[config.mk]
export PLATFORM = sky130hd
export DESIGN_NAME = arsf_status
export DESIGN_NICKNAME = d
export VERILOG_FILES = /design/src/inc/arsf_pkg.sv /design/src/core/arsf_read_check.sv /design/src/core/arsf_status.sv
export VERILOG_INCLUDE_DIRS = /design/src /design/src/inc
export SDC_FILE = /design/constraint.sdc
export NUM_CORES = 1
export LEC_CHECK = 0
export BUFFER_PORTS_ARGS = -buffer_cell sky130_fd_sc_hd__buf_4
export CORE_MARGIN = 2
export CORE_UTILIZATION = 44
export DETAILED_ROUTE_END_ITERATION = 16
export PLACE_DENSITY_LB_ADDON = 0.25
export SYNTH_ARGS = -nofsm -noshare
export SYNTH_HDL_FRONTEND = slang
export SYNTH_SLANG_ARGS = --single-unit
[constraint.sdc]
create_clock -name sys_clk -period 1.4 [get_ports sys_clk]
set_clock_uncertainty 0.2 [all_clocks]
set_input_delay 0.14 -clock sys_clk [delete_from_list [all_inputs] [get_ports sys_clk]]
set_output_delay 0.14 -clock sys_clk [all_outputs]
set_load 0.05 [all_outputs]
[src/inc/arsf_consts.svh]
// register offsets, field positions and reset values of the receive status bank
`ifndef ARSF_CONSTS_SVH
`define ARSF_CONSTS_SVH

// byte addresses on the register port
`define ARSF_ADDR_STATUS 8'h00
`define ARSF_ADDR_ENABLE 8'h04
`define ARSF_ADDR_CLEAR 8'h08

// flag positions inside the status word
`define ARSF_BIT_OVRN 0
`define ARSF_BIT_EARLY 1
`define ARSF_BIT_CKFAIL 2
`define ARSF_BIT_PARITY 3
`define ARSF_BIT_LAST 4
`define ARSF_BIT_DATA 5
`define ARSF_BIT_FRAME 6
`define ARSF_BIT_HOSTERR 7
`define ARSF_BIT_SUMMARY 8

// flags that hardware sets and software clears; bit 3 is read-only
`define ARSF_FLAG_MASK 8'hf7
// flags that feed the error summary
`define ARSF_ERR_MASK 8'h87

// reset values
`define ARSF_STATUS_RST 8'h00
`define ARSF_ENABLE_RST 8'h00
`define ARSF_RDATA_RST 32'h0000_0000

// width of the serializer read counter
`define ARSF_SER_W 5

`endif

[src/inc/arsf_pkg.sv]
// types shared by the receive status bank modules
`default_nettype none

package arsf_pkg;

	// one bit per status flag, laid out as the status word bits 7..0
	typedef logic [7:0] arsf_flags_t;

	// complete state of the status bank
	typedef struct packed {
		arsf_flags_t flags;
		arsf_flags_t enable;
		logic [31:0] rdata;
		logic irq;
		logic irq_req;
		logic dma_req;
	} arsf_state_s;

	// complete state of the per-slot read checker
	typedef struct packed {
		logic [4:0] reads;
		logic err;
	} arsf_chk_s;

endpackage

`default_nettype wire

[src/core/arsf_read_check.sv]
// per-slot data port read counter that flags excess host reads
`default_nettype none
`include "arsf_consts.svh"

module arsf_read_check
	import arsf_pkg::*;
(
	input wire logic sys_clk,
	input wire logic rst_sync_n,
	input wire logic slot_start,
	input wire logic host_dp_read,
	input wire logic [4:0] rx_ser_count,
	output logic read_error
);

	arsf_chk_s st_q;
	arsf_chk_s st_d;

	// ****************************************************************
	// read counting
	// ****************************************************************

	// a read in the slot-start cycle belongs to the new slot
	always_comb begin
		logic [4:0] base;
		base = slot_start ? 5'h00 : st_q.reads;
		st_d = st_q;
		st_d.err = 1'b0;
		st_d.reads = base;
		if (host_dp_read) begin
			// more reads than receivers in this slot [RULE_04]
			st_d.err = (base >= rx_ser_count);
			// saturate so a runaway host cannot wrap back under the limit
			if (base != 5'h1f) begin
				st_d.reads = base + 5'h01;
			end
		end
	end

	always_ff @(posedge sys_clk or negedge rst_sync_n) begin
		if (!rst_sync_n) begin
			st_q <= '0;
		end else begin
			st_q <= st_d;
		end
	end

	assign read_error = st_q.err;

	// one read beyond the configured receivers must flag
	chk_excess_read_flags: assert property ( // [RULE_04]
		@(posedge sys_clk) disable iff (!rst_sync_n)
		(host_dp_read && !slot_start && st_q.reads >= rx_ser_count) |=> read_error
	) else $error("excess host read not flagged");

	// reads within the budget never flag
	chk_legal_read_quiet: assert property ( // [RULE_04]
		@(posedge sys_clk) disable iff (!rst_sync_n)
		(host_dp_read && !slot_start && st_q.reads < rx_ser_count) |=> !read_error
	) else $error("legal host read flagged");

endmodule

`default_nettype wire

[src/core/arsf_status.sv]
// receive status flags, interrupt and dma event logic of the audio port
//
// Behaviour
// RULE_01: hardware set beats same-cycle software clear
// RULE_02: collision also raises a fresh interrupt request
// RULE_03: bit 8 is OR of error flags
// RULE_04: excess data port reads per slot flag error
// RULE_05: interrupt while any enabled flag set
// RULE_06: flags clear on write one only
// RULE_07: frame sync sets frame start flag
// RULE_08: word into buffer sets data ready
// RULE_09: every data ready set issues dma event
// RULE_10: last slot flag set with data ready
// RULE_11: bit 3 returns slot counter lsb
// RULE_12: parity bit zero odd, one even
// RULE_13: bits 31 to 9 read zero
// RULE_14: buffer overwrite sets overrun flag
// RULE_15: early frame sync sets sync error flag
// RULE_16: clock failure report sets clock fail flag
//
// Chosen here: the register addresses and the address-and-strobe port.
`default_nettype none
`include "arsf_consts.svh"

module arsf_status
	import arsf_pkg::*;
(
	input wire logic sys_clk,
	input wire logic rst_n,
	input wire logic [7:0] reg_addr,
	input wire logic [31:0] reg_wdata,
	input wire logic reg_wr,
	input wire logic reg_rd,
	output logic [31:0] reg_rdata,
	input wire logic ev_overrun,
	input wire logic ev_early_sync,
	input wire logic ev_clock_fail,
	input wire logic rx_frame_sync,
	input wire logic ev_word_moved,
	input wire logic ev_slot_is_last,
	input wire logic slot_start,
	input wire logic host_dp_read,
	input wire logic [4:0] rx_ser_count,
	input wire logic [9:0] rx_slot_counter,
	output logic rx_interrupt,
	output logic rx_int_request,
	output logic rx_dma_request
);

	// ****************************************************************
	// reset release
	// ****************************************************************

	logic [1:0] rst_pipe_q;
	logic rst_sync_n;

	// assert at once, release two edges later so all flops leave together
	always_ff @(posedge sys_clk or negedge rst_n) begin
		if (!rst_n) begin
			rst_pipe_q <= 2'b00;
		end else begin
			rst_pipe_q <= {rst_pipe_q[0], 1'b1};
		end
	end

	assign rst_sync_n = rst_pipe_q[1];

	// ****************************************************************
	// helpers
	// ****************************************************************

	// address match, used by every strobe decode
	function automatic logic addr_is(input logic [7:0] a, input logic [7:0] b);
		return a == b;
	endfunction

	// assemble the status word from flags and the slot counter lsb
	function automatic logic [31:0] status_word(input arsf_flags_t f, input logic par);
		logic [31:0] w;
		w = 32'h0000_0000; // reserved bits stay zero [RULE_13]
		w[7:0] = f & `ARSF_FLAG_MASK;
		w[`ARSF_BIT_PARITY] = par; // [RULE_11]
		w[`ARSF_BIT_SUMMARY] = |(f & `ARSF_ERR_MASK); // [RULE_03]
		return w;
	endfunction

	// ****************************************************************
	// host read checker
	// ****************************************************************

	logic host_err;

	arsf_read_check u_read_check (
		.sys_clk(sys_clk),
		.rst_sync_n(rst_sync_n),
		.slot_start(slot_start),
		.host_dp_read(host_dp_read),
		.rx_ser_count(rx_ser_count),
		.read_error(host_err)
	);

	// ****************************************************************
	// register port decode
	// ****************************************************************

	logic wr_status;
	logic wr_enable;
	logic wr_clear;
	logic [7:0] clr_mask;
	arsf_flags_t set_vec;
	arsf_flags_t fresh_vec;

	// writes to status and to the clear register both clear by ones
	assign wr_status = reg_wr && addr_is(reg_addr, `ARSF_ADDR_STATUS);
	assign wr_enable = reg_wr && addr_is(reg_addr, `ARSF_ADDR_ENABLE);
	assign wr_clear = reg_wr && addr_is(reg_addr, `ARSF_ADDR_CLEAR);
	assign clr_mask = (wr_status || wr_clear) ? (reg_wdata[7:0] & `ARSF_FLAG_MASK) : 8'h00;

	// ****************************************************************
	// flag set events
	// ****************************************************************

	// hardware events mapped onto their flag positions
	always_comb begin
		set_vec = 8'h00;
		set_vec[`ARSF_BIT_OVRN] = ev_overrun; // [RULE_14]
		set_vec[`ARSF_BIT_EARLY] = ev_early_sync; // [RULE_15]
		set_vec[`ARSF_BIT_CKFAIL] = ev_clock_fail; // [RULE_16]
		set_vec[`ARSF_BIT_LAST] = ev_word_moved && ev_slot_is_last; // [RULE_10]
		set_vec[`ARSF_BIT_DATA] = ev_word_moved; // [RULE_08]
		set_vec[`ARSF_BIT_FRAME] = rx_frame_sync; // [RULE_07]
		set_vec[`ARSF_BIT_HOSTERR] = host_err; // [RULE_04]
	end

	// ****************************************************************
	// state
	// ****************************************************************

	arsf_state_s st_q;
	arsf_state_s st_d;

	// a set counts as new when the flag was clear or is being cleared now
	assign fresh_vec = set_vec & (~st_q.flags | clr_mask); // [RULE_02]

	// next state of the whole bank
	always_comb begin
		st_d = st_q;
		// clear only where a one is written, then set wins [RULE_06] [RULE_01]
		st_d.flags = ((st_q.flags & ~clr_mask) | set_vec) & `ARSF_FLAG_MASK;
		if (wr_enable) begin
			st_d.enable = reg_wdata[7:0] & `ARSF_FLAG_MASK;
		end
		// level follows next flags so it moves in the same edge as the flag
		st_d.irq = |(st_d.flags & st_d.enable); // [RULE_05]
		// pulse per new or colliding enabled set, for edge-driven controllers
		st_d.irq_req = |(fresh_vec & st_q.enable); // [RULE_02]
		// every data ready set is a dma event, mask not consulted [RULE_09]
		st_d.dma_req = ev_word_moved;
		// read data stand for one cycle only, zero otherwise
		st_d.rdata = `ARSF_RDATA_RST;
		if (reg_rd) begin
			if (addr_is(reg_addr, `ARSF_ADDR_STATUS)) begin
				// parity is the counter lsb; slot n is counter n-1 [RULE_11] [RULE_12]
				st_d.rdata = status_word(st_q.flags, rx_slot_counter[0]);
			end else if (addr_is(reg_addr, `ARSF_ADDR_ENABLE)) begin
				st_d.rdata = {24'h00_0000, st_q.enable};
			end else begin
				// clear register and unmapped addresses read zero
				st_d.rdata = `ARSF_RDATA_RST;
			end
		end
	end

	always_ff @(posedge sys_clk or negedge rst_sync_n) begin
		if (!rst_sync_n) begin
			st_q <= '{flags: `ARSF_STATUS_RST, enable: `ARSF_ENABLE_RST,
				rdata: `ARSF_RDATA_RST, default: 1'b0};
		end else begin
			st_q <= st_d;
		end
	end

	// outputs come straight from the state flops
	assign reg_rdata = st_q.rdata;
	assign rx_interrupt = st_q.irq;
	assign rx_int_request = st_q.irq_req;
	assign rx_dma_request = st_q.dma_req;

	// ****************************************************************
	// checks
	// ****************************************************************

	// set and write-one on the same flag leaves it set
	chk_set_beats_clear: assert property ( // [RULE_01]
		@(posedge sys_clk) disable iff (!rst_sync_n)
		(ev_overrun && wr_status && reg_wdata[`ARSF_BIT_OVRN])
		|=> st_q.flags[`ARSF_BIT_OVRN]
	) else $error("clear won over hardware set");

	// same collision through the clear register, data ready flag
	chk_set_beats_wclr: assert property ( // [RULE_01]
		@(posedge sys_clk) disable iff (!rst_sync_n)
		(ev_word_moved && wr_clear && reg_wdata[`ARSF_BIT_DATA])
		|=> st_q.flags[`ARSF_BIT_DATA]
	) else $error("clear register won over data ready");

	// collision on an enabled flag gives a request pulse
	chk_collide_request: assert property ( // [RULE_02]
		@(posedge sys_clk) disable iff (!rst_sync_n)
		(rx_frame_sync && st_q.flags[`ARSF_BIT_FRAME] && st_q.enable[`ARSF_BIT_FRAME]
			&& wr_status && reg_wdata[`ARSF_BIT_FRAME])
		|=> rx_int_request
	) else $error("collision gave no interrupt request");

	// a set on an already set, uncleared flag is not a new request
	chk_repeat_quiet: assert property ( // [RULE_02]
		@(posedge sys_clk) disable iff (!rst_sync_n)
		(fresh_vec == 8'h00) |=> !rx_int_request
	) else $error("request without a fresh set");

	// a newly set enabled flag always gives a request pulse
	chk_fresh_request: assert property ( // [RULE_02]
		@(posedge sys_clk) disable iff (!rst_sync_n)
		((set_vec & ~st_q.flags & st_q.enable) != 8'h00) |=> rx_int_request
	) else $error("new enabled flag gave no request");

	// summary bit of a status read is the OR of the error flags
	chk_summary_or: assert property ( // [RULE_03]
		@(posedge sys_clk) disable iff (!rst_sync_n)
		(reg_rd && addr_is(reg_addr, `ARSF_ADDR_STATUS))
		|=> reg_rdata[`ARSF_BIT_SUMMARY] == (reg_rdata[`ARSF_BIT_HOSTERR]
			|| reg_rdata[`ARSF_BIT_CKFAIL] || reg_rdata[`ARSF_BIT_EARLY]
			|| reg_rdata[`ARSF_BIT_OVRN])
	) else $error("error summary wrong");

	// excess read reaches the status flag two edges on
	chk_host_err_flag: assert property ( // [RULE_04]
		@(posedge sys_clk) disable iff (!rst_sync_n)
		host_err |=> st_q.flags[`ARSF_BIT_HOSTERR]
	) else $error("host read error flag not set");

	// interrupt level tracks enabled flags at every edge
	chk_irq_level: assert property ( // [RULE_05]
		@(posedge sys_clk) disable iff (!rst_sync_n)
		rx_interrupt == |(st_q.flags & st_q.enable)
	) else $error("interrupt level mismatch");

	// writing zero to a set flag keeps it
	chk_zero_keeps: assert property ( // [RULE_06]
		@(posedge sys_clk) disable iff (!rst_sync_n)
		(wr_status && !reg_wdata[`ARSF_BIT_LAST] && st_q.flags[`ARSF_BIT_LAST])
		|=> st_q.flags[`ARSF_BIT_LAST]
	) else $error("write of zero cleared a flag");

	// writing one with no event clears
	chk_one_clears: assert property ( // [RULE_06]
		@(posedge sys_clk) disable iff (!rst_sync_n)
		(wr_clear && reg_wdata[`ARSF_BIT_HOSTERR] && !host_err)
		|=> !st_q.flags[`ARSF_BIT_HOSTERR]
	) else $error("write of one did not clear");

	// writing one through the status address with no event clears
	chk_status_clears: assert property ( // [RULE_06]
		@(posedge sys_clk) disable iff (!rst_sync_n)
		(wr_status && reg_wdata[`ARSF_BIT_FRAME] && !rx_frame_sync)
		|=> !st_q.flags[`ARSF_BIT_FRAME]
	) else $error("status write of one did not clear");

	// frame sync sets the frame start flag
	chk_frame_set: assert property ( // [RULE_07]
		@(posedge sys_clk) disable iff (!rst_sync_n)
		rx_frame_sync |=> st_q.flags[`ARSF_BIT_FRAME]
	) else $error("frame start flag not set");

	// moved word sets data ready and the dma event together
	chk_data_dma: assert property ( // [RULE_08] [RULE_09]
		@(posedge sys_clk) disable iff (!rst_sync_n)
		ev_word_moved |=> (st_q.flags[`ARSF_BIT_DATA] && rx_dma_request)
	) else $error("data ready or dma event missing");

	// no dma event without a moved word
	chk_dma_only_data: assert property ( // [RULE_09]
		@(posedge sys_clk) disable iff (!rst_sync_n)
		!ev_word_moved |=> !rx_dma_request
	) else $error("spurious dma event");

	// last slot flag never rises without data ready
	chk_last_with_data: assert property ( // [RULE_10]
		@(posedge sys_clk) disable iff (!rst_sync_n)
		$rose(st_q.flags[`ARSF_BIT_LAST]) |-> (rx_dma_request && st_q.flags[`ARSF_BIT_DATA])
	) else $error("last slot set without data ready");

	// data ready never rises without its dma event
	chk_data_rise_dma: assert property ( // [RULE_09]
		@(posedge sys_clk) disable iff (!rst_sync_n)
		$rose(st_q.flags[`ARSF_BIT_DATA]) |-> rx_dma_request
	) else $error("data ready set without dma event");

	// parity bit equals counter lsb of the read cycle
	chk_parity_bit: assert property ( // [RULE_11] [RULE_12]
		@(posedge sys_clk) disable iff (!rst_sync_n)
		(reg_rd && addr_is(reg_addr, `ARSF_ADDR_STATUS))
		|=> reg_rdata[`ARSF_BIT_PARITY] == $past(rx_slot_counter[0])
	) else $error("slot parity bit wrong");

	// reserved bits 31 to 9 of the read data are zero at every edge
	chk_reserved_zero: assert property ( // [RULE_13]
		@(posedge sys_clk) disable iff (!rst_sync_n)
		reg_rdata[31:9] == 23'h00_0000
	) else $error("reserved bits nonzero");

	// read data only in the cycle after a read strobe
	chk_rdata_once: assert property (
		@(posedge sys_clk) disable iff (!rst_sync_n)
		!reg_rd |=> reg_rdata == 32'h0000_0000
	) else $error("read data outside its cycle");

	// the write-only clear register reads zero
	chk_clear_reads_zero: assert property (
		@(posedge sys_clk) disable iff (!rst_sync_n)
		(reg_rd && addr_is(reg_addr, `ARSF_ADDR_CLEAR)) |=> reg_rdata == 32'h0000_0000
	) else $error("clear register read nonzero");

	// error events set their flags
	chk_error_flags: assert property ( // [RULE_14] [RULE_15] [RULE_16]
		@(posedge sys_clk) disable iff (!rst_sync_n)
		(ev_overrun || ev_early_sync || ev_clock_fail)
		|=> (st_q.flags & `ARSF_ERR_MASK) != 8'h00
	) else $error("error flag not set");

	// each error flag individually
	chk_ovrn_set: assert property ( // [RULE_14]
		@(posedge sys_clk) disable iff (!rst_sync_n)
		ev_overrun |=> st_q.flags[`ARSF_BIT_OVRN]
	) else $error("overrun flag not set");

	chk_early_set: assert property ( // [RULE_15]
		@(posedge sys_clk) disable iff (!rst_sync_n)
		ev_early_sync |=> st_q.flags[`ARSF_BIT_EARLY]
	) else $error("early sync flag not set");

	chk_ckfail_set: assert property ( // [RULE_16]
		@(posedge sys_clk) disable iff (!rst_sync_n)
		ev_clock_fail |=> st_q.flags[`ARSF_BIT_CKFAIL]
	) else $error("clock fail flag not set");

endmodule

`default_nettype wire

==> metrics <==
# IOs 102; Starting Density 45.3%; failing checks negative hold slack, negative setup slack; H-tree depth 2; HPWL Detailed 2.83 mm; Peak supply drop 0.470 mV; # diodes 0; Hold Crit Class input pin to flop; maximum clock rate 536 MHz; Slew Limit Fails 0; Netlist Area Pre-Place 0.00180 mm²; Worst setup SP type flop; DRT Pass-1 Iters 4; core area 0.00397 mm²; final wirelength 4.03 mm; Placed Cells 269; Post-synth EDFFs 0; Setup TNS -1.58 ns; first-pass GRT wire length 5.93 mm; Finished Layout Cells 296; clock latency on the worst-skew pair 0.28 ns; vias 1426; critical path's slowest cell dfrtp_1; post-route ant nets 0; Power Total 2.48 mW; row count 23; post-synthesis sequential area ratio 47.3%; CP Max Fanout 2; total track usage 17.6%; # nets final 319; most used flip-flop cell after synthesis dfrtp_1; # Max-Cap Violations 0; Unique masters post-synth 38; Syn. warnings 0; Die Area 0.00462 mm²; Crit path max-delay family compound AO/OA/AOI/OAI gates; hold buffer count at CTS 15; Critical Path RT 1.38 ns; Fin. Hold Viols 5; flops & latches, synth 34; 1st-iter DRT viols 51; Crit path arrival time 1.84 ns; DR WL/cell 13.6 µm; RePlAce Congestion 0.852; largest net degree at the start of global routing 33; CTS max path bufs 2; antenna violations before repair 0; final worst path period share 133%; async set-reset flop share out of synthesis 100%; syn avg cell area 10.8 µm²; Synth Instances 166; die height 67.9 µm; vias per inst 4.82; total gr overflow 0; PwrDens 938 mW/mm²; Leak 1.33 nW; status complete, but fails checks; max incr delay on CP 0.33 ns; CP bufs+invs 1; IO Port Bufs 44; CTS tree done; vias in the first global route 1347; CTS Buf Count 5; Crit Path Class flop to flop; DRC violations left 0; cell mode on critical path a21o_1; final setup margin -0.467 ns; Layout area overhead 47.1%; unrepaired setup endpoints after global routing true; clock transition at the registers of the reported paths 0.07 ns; Worst setup EP type flop; Die Wd 67.9 µm; critical path, cell by cell nor2b_4 -> inv_1 -> ha_1 -> nand2b_4 -> a21o_1 -> a21o_1 -> a21o_1 -> a21oi_2 -> nor2b_1; clock sink count 34; share of cells above drive strength 1 43.5%; Root Driver clkbuf_8; worst hold slack -0.0933 ns; min cycle time layout 1.87 ns; final setup violation count 7
## placed cells by master (no fill, tap or decap), types with 2 or more instances in the layout
cell	Yosys	layout
mux2_4	0	3
and3_4	0	2
nor2_1	5	4
mux2_1	5	4
nor2b_4	0	2
a22oi_1	3	2
a21oi_2	0	3
nand2_1	13	12
o21ai_2	0	2
dfrtp_1	34	34
inv_1	7	7
ha_1	6	5
nand4_1	2	2
nand3_4	0	2
conb_1	2	24
dlygate4sd3_1	0	14
a21o_1	8	8
buf_6	0	8
or2_1	2	2
nor2b_1	4	2
buf_4	33	63
a22o_1	5	5
clkbuf_8	0	6
a21boi_2	1	2
a31oi_1	2	2
## cells in the mapped netlist (2+ instances only)
library cell,n,share of area (%)
nand2b_1,2,0.70
and3_1,2,0.70
a22oi_1,3,1.3
or2_1,2,0.70
ha_1,6,4.2
mux2_2,3,1.9
nand2_1,13,2.7
buf_4,33,14
mux2_1,5,3.1
nand3_1,3,0.83
o21ai_1,2,0.56
conb_1,2,0.42
nor2b_1,4,1.4
dfrtp_1,34,47
a21oi_1,4,1.1
nor2_1,5,1.0
a21o_1,8,3.3
a31oi_1,2,0.70
nand4_1,2,0.70
a22o_1,5,2.4
inv_1,7,1.5
a21boi_1,3,1.3
## routing by layer
| metal | track usage (%) | wire length [µm] | vias up |
|---|---|---|---|
| li1 | - | - | 679 |
| met1 | 19.6 | 1470 | 669 |
| met2 | 30.3 | 2130 | 65 |
| met3 | 4.11 | 310 | 13 |
| met4 | 10.8 | 122 | 0 |
| met5 | 0 | 0 | - |
## final timing paths
kind                                      start                       to  slack, ns  depth (start not counted)
setup / recovery           u_read_check.st_q[1]  u_read_check.read_error      -0.47                          9
hold / removal                  ev_slot_is_last                 st_q[47]      -0.09                          2
setup reg to reg           u_read_check.st_q[1]  u_read_check.read_error      -0.47                          9
hold reg to reg                   rst_pipe_q[1]                 st_q[36]       0.06                          1
max in group asynchronous                 rst_n            rst_pipe_q[0]       0.38                          3
min in group asynchronous         rst_pipe_q[1]                 st_q[36]       0.06                          1
## what timing repair did
item                                   CTS  global route
endpoints found under the hold margin   24             5
gates resized for setup                 10            27
setup endpoints to repair               10            18
pin swaps                                4            16
setup buffers                            1             6
## cell type report
| cell class | count | area, µm² |
|---|---|---|
| Clock buffer | 6 | 82.6 |
| Clock inverter | 1 | 30.0 |
| Fill cell | 318 | 1330 |
| Inverter | 7 | 26.3 |
| Multi-Input combinational cell | 113 | 891 |
| Sequential cell | 34 | 851 |
| Tap cell | 50 | 62.6 |
| Timing Repair Buffer | 85 | 703 |
## power breakdown
part           switching [mW]  leakage, nW  internal (mW)
clock network           0.332       0.0573          0.569
logic                   0.311        0.841          0.225
registers              0.0207        0.427           1.02
## kinds of logic (layout without fill, tap and decap cells)
| family | count (synthesis) | in the layout | share of synthesized area, % |
|---|---|---|---|
| multiplexers | 8 | 8 | 5.01 |
| other | 2 | 24 | 0.417 |
| buffers and inverters | 41 | 99 | 15.4 |
| XOR/XNOR | 1 | 1 | 0.487 |
| AO/OA/AOI/OAI | 34 | 34 | 14.0 |
| adder cells (fa/ha/maj) | 6 | 6 | 4.17 |
| flip-flops | 34 | 34 | 47.3 |
| AND/OR/NAND/NOR | 40 | 40 | 13.2 |
## flip-flops by register name (all words and copies together), names as in the netlist
register,cells
reg_rdata,9
rst_pipe_q,2
rx_dma_request,1
rx_int_request,1
st_q,14
u_read_check.read_error,1
rx_interrupt,1
u_read_check.st_q,5
## metrics by stage
| step | setup slack [ns] | area (µm²) | utilization [%] | hold slack, ns |
|---|---|---|---|---|
| after floorplan | -0.387 | 1890 | - | -0.356 |
| after global placement | -0.550 | 2190 | 55.2 | -0.277 |
| after detailed placement | -0.625 | 2190 | 55.2 | -0.275 |
| after CTS | -0.477 | 2500 | 62.9 | -0.0974 |
| after global routing | -0.566 | 2650 | 66.6 | -0.0789 |
| final | -0.467 | 2650 | 66.6 | -0.0933 |
(Power assumes the default switching activity.)
